File: src/inc/pdrl_pkg.sv
// Package of register map, field positions and types for the diagnostic/reset/LED register bank.
`default_nettype none
package pdrl_pkg;
    // Register indices; each byte address is four times its index.
    localparam logic [7:0] CABLE_DIAG_IDX = 8'h1e;
    localparam logic [7:0] PHY_RESET_IDX = 8'h1f;
    localparam logic [7:0] MULTI_LED_IDX = 8'h25;
    localparam logic [7:0] IRQ_STATUS_IDX = 8'h30;
    localparam logic [7:0] IRQ_ENABLE_IDX = 8'h31;
    localparam logic [7:0] IRQ_CLEAR_IDX = 8'h32;
    localparam logic [7:0] CABLE_DIAG_ADDR = 8'(CABLE_DIAG_IDX * 4);
    localparam logic [7:0] PHY_RESET_ADDR = 8'(PHY_RESET_IDX * 4);
    localparam logic [7:0] MULTI_LED_ADDR = 8'(MULTI_LED_IDX * 4);
    localparam logic [7:0] IRQ_STATUS_ADDR = 8'(IRQ_STATUS_IDX * 4);
    localparam logic [7:0] IRQ_ENABLE_ADDR = 8'(IRQ_ENABLE_IDX * 4);
    localparam logic [7:0] IRQ_CLEAR_ADDR = 8'(IRQ_CLEAR_IDX * 4);
    // Field positions.
    localparam int DIAG_START_BIT = 15;
    localparam int DIAG_DONE_BIT = 1;
    localparam int DIAG_FAIL_BIT = 0;
    localparam int SOFT_RESET_BIT = 15;
    localparam int DIG_RESTART_BIT = 14;
    localparam int LED_POL_BIT = 9;
    localparam int LED_CFG_LSB = 3;
    localparam int LED_ROUTE_LSB = 0;
    // Reset values.
    localparam logic [15:0] CABLE_DIAG_RSVD = 16'h0100;
    localparam logic DIAG_DONE_RST = 1'b1;
    localparam logic DIAG_FAIL_RST = 1'b0;
    localparam logic [3:0] LED_CFG_RST = 4'h0;
    localparam logic [1:0] LED_ROUTE_RST = 2'h0;
    // Route codes.
    localparam logic [1:0] ROUTE_COL = 2'h0;
    localparam logic [1:0] ROUTE_FIRST_LED = 2'h3;
    // Interrupt status bits.
    localparam int IRQ_W = 3;
    localparam int IRQ_DIAG_DONE = 0;
    localparam int IRQ_DIAG_FAIL = 1;
    localparam int IRQ_LINK_LOST = 2;
    // AXI responses.
    localparam logic [1:0] RESP_OKAY = 2'h0;
    localparam logic [1:0] RESP_SLVERR = 2'h2;
    // LED source codes.
    typedef enum logic [3:0] {
        LED_LINK_OK, LED_ACT, LED_TX_ACT, LED_RX_ACT, LED_COLLISION, LED_SPEED100,
        LED_SPEED10, LED_FULL_DUPLEX, LED_LINK_BLINK, LED_STRETCH, LED_MII_LINK,
        LED_LPI, LED_MII_ERR, LED_LINK_LOST, LED_PRBS_ERR, LED_RESERVED
    } pdrl_led_src_t;
    // Live status inputs from the transceiver that feed the LED.
    typedef struct packed {
        logic link_ok;
        logic rx_act;
        logic tx_act;
        logic collision;
        logic speed100;
        logic full_duplex;
        logic link_blink;
        logic stretch;
        logic mii_link;
        logic lpi;
        logic mii_err;
    } pdrl_led_in_t;
    // Event pulses from the rest of the transceiver.
    typedef struct packed {
        logic link_lost;
        logic prbs_err;
        logic basic_status_read;
        logic selftest_error_clear;
    } pdrl_led_evt_t;
endpackage
`default_nettype wire

File: src/hw/pdrl_regs.sv
// Diagnostic, reset and multi-purpose LED register bank with an AXI4-Lite slave.
`default_nettype none
module pdrl_regs
    import pdrl_pkg::*;
(
    // Clock and reset.
    input wire logic aclk,
    input wire logic aresetn,
    // AXI4-Lite write channels.
    input wire logic [7:0] s_axi_awaddr,
    input wire logic s_axi_awvalid,
    output logic s_axi_awready,
    input wire logic [31:0] s_axi_wdata,
    input wire logic [3:0] s_axi_wstrb,
    input wire logic s_axi_wvalid,
    output logic s_axi_wready,
    output logic [1:0] s_axi_bresp,
    output logic s_axi_bvalid,
    input wire logic s_axi_bready,
    // AXI4-Lite read channels.
    input wire logic [7:0] s_axi_araddr,
    input wire logic s_axi_arvalid,
    output logic s_axi_arready,
    output logic [31:0] s_axi_rdata,
    output logic [1:0] s_axi_rresp,
    output logic s_axi_rvalid,
    input wire logic s_axi_rready,
    // Cable measurement engine.
    output logic cable_diag_run,
    input wire logic cable_diag_done,
    input wire logic cable_diag_fail,
    // Reset requests to the transceiver.
    output logic soft_reset_pulse,
    output logic digital_restart_pulse,
    // LED sources, strap and pins.
    input wire pdrl_led_in_t led_in,
    input wire pdrl_led_evt_t led_evt,
    input wire logic led_pol_strap,
    output logic first_led_pin_o,
    output logic first_led_pin_oe,
    output logic col_pin_o,
    output logic col_pin_oe,
    // Interrupt.
    output logic irq
);

    logic aw_held_r, w_held_r, ar_held_r;
    logic [7:0] waddr_r, raddr_r;
    logic [31:0] wdata_r;
    logic [3:0] wstrb_r;
    logic diag_start_r, diag_done_r, diag_fail_r;
    logic soft_rst_r, dig_rst_r, strap_taken_r;
    logic led_pol_r;
    logic [3:0] led_cfg_r;
    logic [1:0] led_route_r;
    logic lost_latch_r, prbs_latch_r;
    logic [IRQ_W-1:0] irq_stat_r, irq_en_r;

    // A pending software reset returns all diagnostic, reset, LED and interrupt state to its defaults, but not the AXI channel state or the reset pulses.
    wire reg_clr = !aresetn || soft_rst_r;

    // Write decode; a write happens once both address and data are held.
    wire do_write = aw_held_r && w_held_r && !s_axi_bvalid;
    wire wr_lo = do_write && wstrb_r[0];
    wire wr_hi = do_write && wstrb_r[1];
    wire wr_diag = waddr_r == CABLE_DIAG_ADDR;
    wire wr_rstc = waddr_r == PHY_RESET_ADDR;
    wire wr_led = waddr_r == MULTI_LED_ADDR;
    wire wr_en = waddr_r == IRQ_ENABLE_ADDR;
    wire wr_clr = waddr_r == IRQ_CLEAR_ADDR;
    wire wr_known = wr_diag || wr_rstc || wr_led || wr_en || wr_clr || waddr_r == IRQ_STATUS_ADDR;

    // Cable measurement control decode.
    wire diag_wr = wr_hi && wr_diag;
    wire diag_start_wr = diag_wr && wdata_r[DIAG_START_BIT];
    wire diag_finish = diag_start_r && cable_diag_done && !diag_wr;

    // Read decode.
    wire do_read = ar_held_r && !s_axi_rvalid;
    wire [15:0] diag_view = CABLE_DIAG_RSVD | 16'({diag_start_r, 15'h0}) |
                            16'({diag_done_r, diag_fail_r});
    wire [15:0] rstc_view = 16'({soft_rst_r, dig_rst_r, 14'h0});
    wire [15:0] led_view = 16'({led_pol_r, 2'h0, led_cfg_r, 1'b0, led_route_r}) ;
    wire rd_known = raddr_r == CABLE_DIAG_ADDR || raddr_r == PHY_RESET_ADDR ||
                    raddr_r == MULTI_LED_ADDR || raddr_r == IRQ_STATUS_ADDR ||
                    raddr_r == IRQ_ENABLE_ADDR || raddr_r == IRQ_CLEAR_ADDR;
    wire [15:0] rd_sel = (raddr_r == CABLE_DIAG_ADDR) ? diag_view :
                         (raddr_r == PHY_RESET_ADDR) ? rstc_view :
                         (raddr_r == MULTI_LED_ADDR) ? led_view :
                         (raddr_r == IRQ_STATUS_ADDR) ? 16'(irq_stat_r) :
                         (raddr_r == IRQ_ENABLE_ADDR) ? 16'(irq_en_r) : 16'h0000;

    // LED source selection; the reserved code shows a dark LED.
    wire [15:0] led_src_vec = {1'b0, prbs_latch_r, lost_latch_r, led_in.mii_err, led_in.lpi,
                               led_in.mii_link, led_in.stretch, led_in.link_blink,
                               led_in.full_duplex, !led_in.speed100, led_in.speed100,
                               led_in.collision, led_in.rx_act, led_in.tx_act,
                               led_in.rx_act || led_in.tx_act, led_in.link_ok};
    wire led_src = led_src_vec[led_cfg_r];
    wire led_level = led_pol_r ? led_src : !led_src;

    // Interrupt events.
    wire [IRQ_W-1:0] irq_evt = IRQ_W'({led_evt.link_lost, diag_finish && cable_diag_fail, diag_finish});
    wire [IRQ_W-1:0] irq_clr = (wr_lo && wr_clr) ? wdata_r[IRQ_W-1:0] : '0;

    // Write address and data are caught independently, in either order.
    always_ff @(posedge aclk) begin
        if (!aresetn) begin
            aw_held_r <= 1'b0;
            w_held_r <= 1'b0;
            waddr_r <= '0;
            wdata_r <= '0;
            wstrb_r <= '0;
        end else begin
            if (s_axi_awvalid && s_axi_awready) begin
                aw_held_r <= 1'b1;
                waddr_r <= s_axi_awaddr;
            end else if (do_write) begin
                aw_held_r <= 1'b0;
            end
            if (s_axi_wvalid && s_axi_wready) begin
                w_held_r <= 1'b1;
                wdata_r <= s_axi_wdata;
                wstrb_r <= s_axi_wstrb;
            end else if (do_write) begin
                w_held_r <= 1'b0;
            end
        end
    end

    // Write response is raised on the same edge that applies the write.
    always_ff @(posedge aclk) begin
        if (!aresetn) begin
            s_axi_bvalid <= 1'b0;
            s_axi_bresp <= RESP_OKAY;
        end else if (do_write) begin
            s_axi_bvalid <= 1'b1;
            s_axi_bresp <= wr_known ? RESP_OKAY : RESP_SLVERR;
        end else if (s_axi_bready) begin
            s_axi_bvalid <= 1'b0;
        end
    end

    // Each ready is offered only while its own channel holds nothing and no response is pending, so one write is in flight.
    always_ff @(posedge aclk) begin
        if (!aresetn) begin
            s_axi_awready <= 1'b0;
            s_axi_wready <= 1'b0;
            s_axi_arready <= 1'b0;
        end else begin
            s_axi_awready <= !aw_held_r && !(s_axi_awvalid && s_axi_awready) && !s_axi_bvalid;
            s_axi_wready <= !w_held_r && !(s_axi_wvalid && s_axi_wready) && !s_axi_bvalid;
            s_axi_arready <= !ar_held_r && !(s_axi_arvalid && s_axi_arready) && !s_axi_rvalid;
        end
    end

    // Read address capture and data return.
    always_ff @(posedge aclk) begin
        if (!aresetn) begin
            ar_held_r <= 1'b0;
            raddr_r <= '0;
            s_axi_rvalid <= 1'b0;
            s_axi_rdata <= '0;
            s_axi_rresp <= RESP_OKAY;
        end else begin
            if (s_axi_arvalid && s_axi_arready) begin
                ar_held_r <= 1'b1;
                raddr_r <= s_axi_araddr;
            end else if (do_read) begin
                ar_held_r <= 1'b0;
            end
            if (do_read) begin
                s_axi_rvalid <= 1'b1;
                s_axi_rdata <= 32'(rd_sel);
                s_axi_rresp <= rd_known ? RESP_OKAY : RESP_SLVERR;
            end else if (s_axi_rready) begin
                s_axi_rvalid <= 1'b0;
            end
        end
    end

    // Cable measurement start, completion and failure flags.
    always_ff @(posedge aclk) begin
        if (reg_clr) begin
            diag_start_r <= 1'b0;
            diag_done_r <= DIAG_DONE_RST;
            diag_fail_r <= DIAG_FAIL_RST;
        end else if (diag_wr) begin
            diag_start_r <= wdata_r[DIAG_START_BIT];
            if (diag_start_wr) begin
                diag_done_r <= 1'b0;
                diag_fail_r <= 1'b0;
            end
        end else if (diag_finish) begin
            diag_start_r <= 1'b0;
            diag_done_r <= 1'b1;
            diag_fail_r <= cable_diag_fail;
        end
    end

    // Self-clearing reset bits live one cycle, then fire their pulse.
    always_ff @(posedge aclk) begin
        if (reg_clr) begin
            soft_rst_r <= 1'b0;
            dig_rst_r <= 1'b0;
        end else begin
            soft_rst_r <= wr_hi && wr_rstc && wdata_r[SOFT_RESET_BIT];
            dig_rst_r <= wr_hi && wr_rstc && wdata_r[DIG_RESTART_BIT];
        end
    end

    // Reset pulses; the digital restart leaves every register here alone.
    always_ff @(posedge aclk) begin
        if (!aresetn) begin
            soft_reset_pulse <= 1'b0;
            digital_restart_pulse <= 1'b0;
        end else begin
            soft_reset_pulse <= soft_rst_r;
            digital_restart_pulse <= dig_rst_r;
        end
    end

    // Polarity is taken from the inverted strap on the first clock after a hardware or software reset.
    always_ff @(posedge aclk) begin
        if (reg_clr) begin
            strap_taken_r <= 1'b0;
            led_pol_r <= 1'b0;
            led_cfg_r <= LED_CFG_RST;
            led_route_r <= LED_ROUTE_RST;
        end else begin
            strap_taken_r <= 1'b1;
            if (!strap_taken_r) begin
                led_pol_r <= !led_pol_strap;
            end else if (wr_hi && wr_led) begin
                led_pol_r <= wdata_r[LED_POL_BIT];
            end
            if (wr_lo && wr_led) begin
                led_cfg_r <= wdata_r[LED_CFG_LSB +: 4];
                led_route_r <= wdata_r[LED_ROUTE_LSB +: 2];
            end
        end
    end

    // Sticky LED latches; a new event wins over the clearing action.
    always_ff @(posedge aclk) begin
        if (reg_clr) begin
            lost_latch_r <= 1'b0;
            prbs_latch_r <= 1'b0;
        end else begin
            lost_latch_r <= led_evt.link_lost || (lost_latch_r && !led_evt.basic_status_read);
            prbs_latch_r <= led_evt.prbs_err || (prbs_latch_r && !led_evt.selftest_error_clear);
        end
    end

    // LED pin drive; a reserved route code leaves both pins undriven.
    always_ff @(posedge aclk) begin
        if (reg_clr) begin
            col_pin_oe <= 1'b0;
            col_pin_o <= 1'b0;
            first_led_pin_oe <= 1'b0;
            first_led_pin_o <= 1'b0;
        end else begin
            col_pin_oe <= led_route_r == ROUTE_COL;
            col_pin_o <= led_level;
            first_led_pin_oe <= led_route_r == ROUTE_FIRST_LED;
            first_led_pin_o <= led_level;
        end
    end

    // Interrupt status, enable and output; set wins over a same-cycle clear.
    always_ff @(posedge aclk) begin
        if (reg_clr) begin
            irq_stat_r <= '0;
            irq_en_r <= '0;
            irq <= 1'b0;
        end else begin
            irq_stat_r <= irq_evt | (irq_stat_r & ~irq_clr);
            if (wr_lo && wr_en) begin
                irq_en_r <= wdata_r[IRQ_W-1:0];
            end
            irq <= |(irq_stat_r & irq_en_r);
        end
    end

    // The engine runs while the start bit stands.
    assign cable_diag_run = diag_start_r;

    // Checks.
    property p_diag_start;
        @(posedge aclk) disable iff (!aresetn)
        diag_start_wr && !soft_rst_r |=> diag_start_r && !diag_done_r;
    endproperty
    a_diag_start: assert property (p_diag_start) else $error("start write did not start");

    property p_diag_clear;
        @(posedge aclk) disable iff (!aresetn)
        $rose(diag_done_r) |-> !diag_start_r;
    endproperty
    a_diag_clear: assert property (p_diag_clear) else $error("start not cleared at done");

    property p_diag_done;
        @(posedge aclk) disable iff (!aresetn)
        diag_finish && !soft_rst_r |=> diag_done_r && (diag_fail_r == $past(cable_diag_fail));
    endproperty
    a_diag_done: assert property (p_diag_done) else $error("done or fail flag wrong");

    property p_fail_rst;
        @(posedge aclk) $fell(aresetn) |=> diag_done_r && !diag_fail_r;
    endproperty
    a_fail_rst: assert property (p_fail_rst) else $error("diag flags wrong after reset");

    property p_soft_reset;
        @(posedge aclk) disable iff (!aresetn)
        soft_rst_r |=> soft_reset_pulse && !soft_rst_r && led_cfg_r == LED_CFG_RST ##1 !soft_reset_pulse;
    endproperty
    a_soft_reset: assert property (p_soft_reset) else $error("software reset misbehaved");

    property p_restart;
        @(posedge aclk) disable iff (!aresetn)
        dig_rst_r && !soft_rst_r |=> digital_restart_pulse && !dig_rst_r && $stable(led_cfg_r);
    endproperty
    a_restart: assert property (p_restart) else $error("digital restart misbehaved");

    property p_strap;
        @(posedge aclk) disable iff (!aresetn)
        !strap_taken_r && !soft_rst_r |=> led_pol_r == !$past(led_pol_strap);
    endproperty
    a_strap: assert property (p_strap) else $error("polarity not from strap");

    property p_lost;
        @(posedge aclk) disable iff (!aresetn)
        led_evt.link_lost && !soft_rst_r |=> lost_latch_r;
    endproperty
    a_lost: assert property (p_lost) else $error("link lost not latched");

    property p_prbs;
        @(posedge aclk) disable iff (!aresetn)
        prbs_latch_r && !led_evt.selftest_error_clear && !soft_rst_r |=> prbs_latch_r;
    endproperty
    a_prbs: assert property (p_prbs) else $error("prbs latch dropped early");

    property p_route;
        @(posedge aclk) disable iff (!aresetn)
        !soft_rst_r |=> (col_pin_oe == ($past(led_route_r) == ROUTE_COL)) && !(col_pin_oe && first_led_pin_oe);
    endproperty
    a_route: assert property (p_route) else $error("LED route wrong");

    property p_selfclear;
        @(posedge aclk) disable iff (!aresetn)
        soft_rst_r || dig_rst_r |=> !soft_rst_r && !dig_rst_r;
    endproperty
    a_selfclear: assert property (p_selfclear) else $error("reset bits stuck");

    c_diag: cover property (@(posedge aclk) disable iff (!aresetn) diag_finish && cable_diag_fail);
    c_soft: cover property (@(posedge aclk) disable iff (!aresetn) soft_reset_pulse);
    c_led: cover property (@(posedge aclk) disable iff (!aresetn) first_led_pin_oe && lost_latch_r);
    c_irq: cover property (@(posedge aclk) disable iff (!aresetn) irq);

endmodule
`default_nettype wire

File: config.mk
export PLATFORM = sky130hd
export DESIGN_NAME = pdrl_regs
export DESIGN_NICKNAME = d
export VERILOG_FILES = /design/src/inc/pdrl_pkg.sv /design/src/hw/pdrl_regs.sv
export SDC_FILE = /design/constraint.sdc
export NUM_CORES = 1
export LEC_CHECK = 0
export ABC_AREA = 1
export BUFFER_PORTS_ARGS = -buffer_cell sky130_fd_sc_hd__buf_2
export CAP_MARGIN = 20
export CORE_UTILIZATION = 39
export DETAILED_ROUTE_END_ITERATION = 7
export PLACE_DENSITY = 0.64
export SKIP_CTS_REPAIR_TIMING = 1
export SLEW_MARGIN = 20
export SYNTH_ARGS = -nofsm -noshare
export SYNTH_HDL_FRONTEND = slang
export SYNTH_SLANG_ARGS = --single-unit
File: constraint.sdc
create_clock -name aclk -period 1.5 [get_ports aclk]
set_clock_uncertainty 0.05 [all_clocks]
set_input_delay 0.15 -clock aclk [delete_from_list [all_inputs] [get_ports aclk]]
set_output_delay 0.15 -clock aclk [all_outputs]
set_load 0.02 [all_outputs]
== Yosys cells after proc, flatten, opt, wreduce, memory -nomap -nowiden ==
Cells that the tools add are included.

* Output and inout bits: 49
* Latch bits: 0
* Flip-flop bits (word level): 89
* Memories kept: 0
* ROM bits: 0
* Memory bits (writable): 0
* Logic and storage cells: 151
* Bits of input ports: 77

* Div/mod/pow operators: 0
* $mul: 0
* Reductions and logical operators: 66
* Magnitude comparators: 1
* Bitwise operators: 5
* Shift-type cells: 0
* $add $sub $neg: 0
* Muxes and demuxes: 30
* Eq/ne operators: 15

{| class="wikitable"
|+ Operator list
! operator !! count
|-
| $eq 8x8->1 const B || 8
|-
| $eq 8x7->1 const B || 4
|-
| $mux 16 || 2
|-
| $logic_and 1x1->1 || 28
|-
| $mux 1 || 21
|-
| $or 16x2->16 || 1
|-
| $logic_not 1->1 || 15
|-
| $logic_or 1x1->1 || 14
|-
| $reduce_bool 2->1 || 6
|-
| $mux 10 || 1
|-
| $mux 3 || 3
|-
| $and 3x3->3 || 2
|-
| $lt 4x5->1 const B || 1
|-
| $bmux 1 s4 || 1
|-
| $mux 2 || 2
|-
| $ne 2x1->1 const B || 2
|-
| $not 3->3 || 1
|-
| $or 3x3->3 || 1
|-
| $reduce_or 3->1 || 1
|-
| $eq 2x2->1 const B || 1
|-
| $logic_not 2->1 || 1
|-
| $reduce_and 2->1 || 1
|}

== Logic depth before layout (Yosys ltp) ==
* Word-level depth: 8
* Gate-level depth with buffers: 10
* Depth with buffers taken out: 10

== Worst setup path before layout ==
OpenSTA, ideal clock, no wires.

* Path type: register -> register
* Start point: register s_axi_bvalid
* End point: register led_cfg_r[1]
* Setup slack: 0.216 ns
* Period minus slack after synthesis: 1.284 ns
* Library setup time: 0.118 ns
* Data required time: 1.332 ns
* Cell stages (with the launch flop): 8
* Data arrival time: 1.116 ns
* Buffers on the path: 1
* Cells stage by stage: dfxtp_1 inv_2 nand3_2 nor2_4 nand3_2 buf_6 o21ai_1 a21oi_1

* Longest elaborated chain between the ends: 4

{| class="wikitable"
|+ Ends and longest elaborated chain
! element !! RTL line !! RTL
|-
| start, declared || pdrl_regs.sv:18 || <nowiki>output logic s_axi_bvalid,</nowiki>
|-
| start signal, assigned || pdrl_regs.sv:134 || <nowiki>s_axi_bvalid <= 1'b0;</nowiki>
|-
| start signal, assigned || pdrl_regs.sv:137 || <nowiki>s_axi_bvalid <= 1'b1;</nowiki>
|-
| start signal, assigned || pdrl_regs.sv:140 || <nowiki>s_axi_bvalid <= 1'b0;</nowiki>
|-
| $logic_not 1->1 || pdrl_regs.sv:63 || <nowiki>wire do_write = aw_held_r && w_held_r && !s_axi_bvalid;</nowiki>
|-
| $logic_and 1x1->1 || pdrl_regs.sv:63 ||
|-
| $logic_and 1x1->1 || pdrl_regs.sv:64 || <nowiki>wire wr_lo = do_write && wstrb_r[0];</nowiki>
|-
| $logic_and 1x1->1 || pdrl_regs.sv:237 || <nowiki>if (wr_lo && wr_led) begin</nowiki>
|-
| end signal, assigned || pdrl_regs.sv:238 || <nowiki>led_cfg_r <= wdata_r[LED_CFG_LSB +: 4];</nowiki>
|-
| end, declared || pdrl_regs.sv:54 || <nowiki>logic [3:0] led_cfg_r;</nowiki>
|}

Every way passes these cells.
A chain may end at the register's enable or synchronous reset.

== Worst setup path after layout ==
* Start point: register s_axi_bvalid
* End point: register diag_fail_r

* Longest elaborated chain between the ends: 8
* Elaborated cells between the ends (all ways): 11
* Those cells by class: eq/ne: 1; mux: 1; reduce/logical: 9

{| class="wikitable"
|+ Ends and longest elaborated chain
! element !! RTL line !! RTL
|-
| $logic_not 1->1 (*) || pdrl_regs.sv:63 ||
|-
| $logic_and 1x1->1 (*) || pdrl_regs.sv:63 ||
|-
| $logic_and 1x1->1 (*) || pdrl_regs.sv:65 || <nowiki>wire wr_hi = do_write && wstrb_r[1];</nowiki>
|-
| $logic_and 1x1->1 (*) || pdrl_regs.sv:74 || <nowiki>wire diag_wr = wr_hi && wr_diag;</nowiki>
|-
| $logic_not 1->1 || pdrl_regs.sv:76 || <nowiki>wire diag_finish = diag_start_r && cable_diag_done && !diag_wr;</nowiki>
|-
| $logic_and 1x1->1 || pdrl_regs.sv:76 ||
|-
| $reduce_bool 2->1 (no line) || n/a ||
|-
| $reduce_and 2->1 (no line) || n/a ||
|-
| end signal, assigned || pdrl_regs.sv:197 || <nowiki>diag_fail_r <= cable_diag_fail;</nowiki>
|-
| end, declared || pdrl_regs.sv:51 || <nowiki>logic diag_start_r, diag_done_r, diag_fail_r;</nowiki>
|}

Mark *: on every way between the ends. The rest lies on a longest branch, timed or not.

==> results.py <==
metrics = {
    "status": {
        "status": "finished clean",
    },
    "setup_path": {
        "arrival_ns": 1.58,
        "crit_path_max_fanout": 5,
        "required_ns": 1.69,
        "critPathKind": "reg -> reg",
        "start_kind": "register",
        "regToRegStartpoint": "s_axi_bvalid",
        "r2r-end": "diag_fail_r",
        "r2r_slack_ns": 0.10,
        "endpoint_kind": "register",
        "reg2regPathDepth": 6,
    },
    "routing": {
        "route.met3.wl_um": 378,
        "wl_met2_um": 3590,
        "top_layer_used": "met4",
        "antenna_left": 0,
        "first_pass_iters": 4,
        "drtIter0Drc": 97,
        "avgRoutedWirePerCell_um": 12.0,
        "drc": 0,
        "routed_via_density": 4.70,
        "met1_length_um": 3550,
        "wl_um": 7630,
        "vias": 2987,
    },
    "global_routing": {
        "grt_max_degree": 37,
        "antenna_found_initial": 0,
        "overflow": 0,
        "grt_first_pass_wirelength_um": 12500,
        "grt_usage_pct": 18.2,
        "grt_pass1_vias": 2754,
    },
    "clock_tree": {
        "clk_path_buf_depth": 2,
        "clk_pin_slew_ns": 0.09,
        "root_buffer": "clkbuf_8",
        "clk-insertion-delay-late_ns": 0.35,
        "cts_max_level": 3,
        "cts_buffers": 9,
        "tritoncts": "done",
        "cts_sinks": 76,
    },
    "layout": {
        "nFillCells": 843,
        "syn_to_final_growth_pct": 22.1,
        "num_antenna_cells": 0,
        "fin_nets": 603,
        "fin_cells": 636,
        "register_area_um2": 1520,
        "multiInputGateArea_um2": 1460,
        "final_core_utilization_pct": 49.3,
        "drive_gt1_share_pct": 25.0,
    },
    "sta": {
        "final_hold_viol_count": 0,
        "setup_viol": 0,
        "rsz0062_at_grt": "yes",
        "drv_slew": 0,
        "finalCriticalPeriod_ns": 1.40,
        "finalCritPeriodShare_pct": 93.1,
        "clock.fmax_mhz": 716,
    },
    "synth": {
        "netlist_area_um2": 3320,
        "ys.flop_type": "dfxtp_1",
        "synth_cell_types": 29,
        "ys.warnings.count": 0,
        "syn_avg_cell_area_um2": 7.54,
        "synth_edf_count": 0,
        "synth-seq-cells": 76,
        "syn_inst": 440,
        "ys_seq_area_share_pct": 45.9,
        "async_flop_share_pct": 0,
    },
    "pwr": {
        "power_density_nw_per_um2": 1120,
        "ir_worst_vdd_v": 0.000530,
        "leakage_uw": 0.00182,
    },
    "hold_path": {
        "holdPathStages": 3,
        "hold_end": "wdata_r[6]",
        "min_from": "s_axi_wdata[6]",
        "hold_path_class": "in -> reg",
    },
    "placement": {
        "hpwlAfterDp_um": 5700,
        "post-place-cells": 616,
        "port_buffers": 78,
        "gp_congestion": 0.797,
    },
    "floorplan": {
        "die-area_um2": 8880,
        "ios": 126,
        "initial_core_util_pct": 40.4,
        "num_rows": 33,
        "fp.dieW_um": 94.2,
        "core_area_um2": 8220,
        "die_h_um": 94.2,
    },
    "job": {
        "cap_viol_max_count": 0,
    },
}
[synthesized netlist by cell type, types with 4 or more instances]
| cell type | count | area, um2 |
|---|---|---|
| buf_4 | 25 | 188 |
| buf_2 | 4 | 20.0 |
| o21ai_0 | 41 | 205 |
| clkbuf_1 | 8 | 30.0 |
| inv_1 | 47 | 176 |
| nor3_1 | 9 | 45.0 |
| o21ai_1 | 4 | 20.0 |
| nand2_1 | 65 | 244 |
| nand3_2 | 5 | 50.1 |
| a21oi_1 | 47 | 235 |
| nand4_1 | 6 | 37.5 |
| dfxtp_1 | 76 | 1520 |
| nor2_2 | 4 | 25.0 |
| inv_2 | 6 | 22.5 |
| nor2_1 | 39 | 146 |
| nand3_1 | 35 | 175 |
[cells by family (layout without fill, tap and decap cells)]
| logic type | count (synthesis) | count (layout) | share of synthesized area, % |
|---|---|---|---|
| AOI/OAI and AO/OA | 97 | 97 | 15.3 |
| DFF | 76 | 76 | 45.9 |
| other | 1 | 23 | 0.113 |
| buffers and inverters | 91 | 160 | 13.5 |
| and+or+nand+nor | 175 | 175 | 25.2 |
[cell type report]
type,instances,share of cell area [%]
timing repair buffer,91,12.2
tap,105,3.24
clock inverter,7,3.00
clock buffer,9,3.06
multi-input combinational,295,36.0
sequential,76,37.6
inverter,53,4.91
[worst max-delay path by stage]
stage,start,cells after the start,end
2_1_floorplan,s_axi_bvalid,7,led_cfg_r[1]
3_3_place_gp,waddr_r[1],6,led_cfg_r[0]
3_5_place_dp,s_axi_bvalid,6,led_cfg_r[3]
4_1_cts,s_axi_bvalid,6,led_cfg_r[3]
5_1_grt,s_axi_bvalid,6,diag_fail_r
6_report,s_axi_bvalid,6,diag_fail_r
[metal layers]
layer  global-route usage (%)  vias up
met5                        0        -
met4                     6.03        0
met3                     5.42       12
met2                     29.9       71
met1                     22.6     1333
li1                         -     1571
[critical path, cell delays in order, from the launching register on]
cell and delay [ns]:
dfxtp_1 0.36, inv_2 0.07, nand3_2 0.14, nor2_2 0.26, nand4_1 0.23, nand3_2 0.13, a21oi_2 0.05
[flip-flops by register name, summed over array words and instances (netlist names), 2 cells and up]
| signal | flops |
|---|---|
| irq_en_r | 3 |
| raddr_r | 8 |
| led_cfg_r | 4 |
| wdata_r | 10 |
| led_route_r | 2 |
| waddr_r | 8 |
| s_axi_rdata | 11 |
| irq_stat_r | 3 |
| wstrb_r | 2 |
[where the power goes]
group	switching, uW	total, uW	internal [uW]
clock	800	1920	1120
sequential	62.7	2170	2110
combinational	306	468	162
[stage by stage]
stage	total power (uW)	TNS (ns)	setup slack [ns]	hold slack, ns	instance area (um2)
floorplan	2560	0	0.216	0.217	3400
global placement	2660	0	0.0890	0.312	3740
detailed placement	2670	0	0.0377	0.320	3740
CTS	4580	0	0.0265	-0.0628	3990
global route	4770	-0.0442	-0.0260	0.00533	4050
finish	4560	0	0.103	0.000102	4050
[cells in the final DEF, fill, tap and decap left out, drive strengths merged]
master	synthesis	routed
a21oi	48	48
conb	1	23
a31oi	1	1
bufinv	0	3
dlygate4sd3	0	3
clkbuf	8	9
clkinv	0	2
nand3	40	40
a211oi	2	2
buf	30	88
nand2	66	66
nor2	45	45
and3	1	1
nand3b	1	1
dfxtp	76	76
o211ai	1	1
inv	53	55
o21ai	45	45
nor4	3	3
nand4	6	6
nor3	13	13
(Power assumes the default switching activity.)
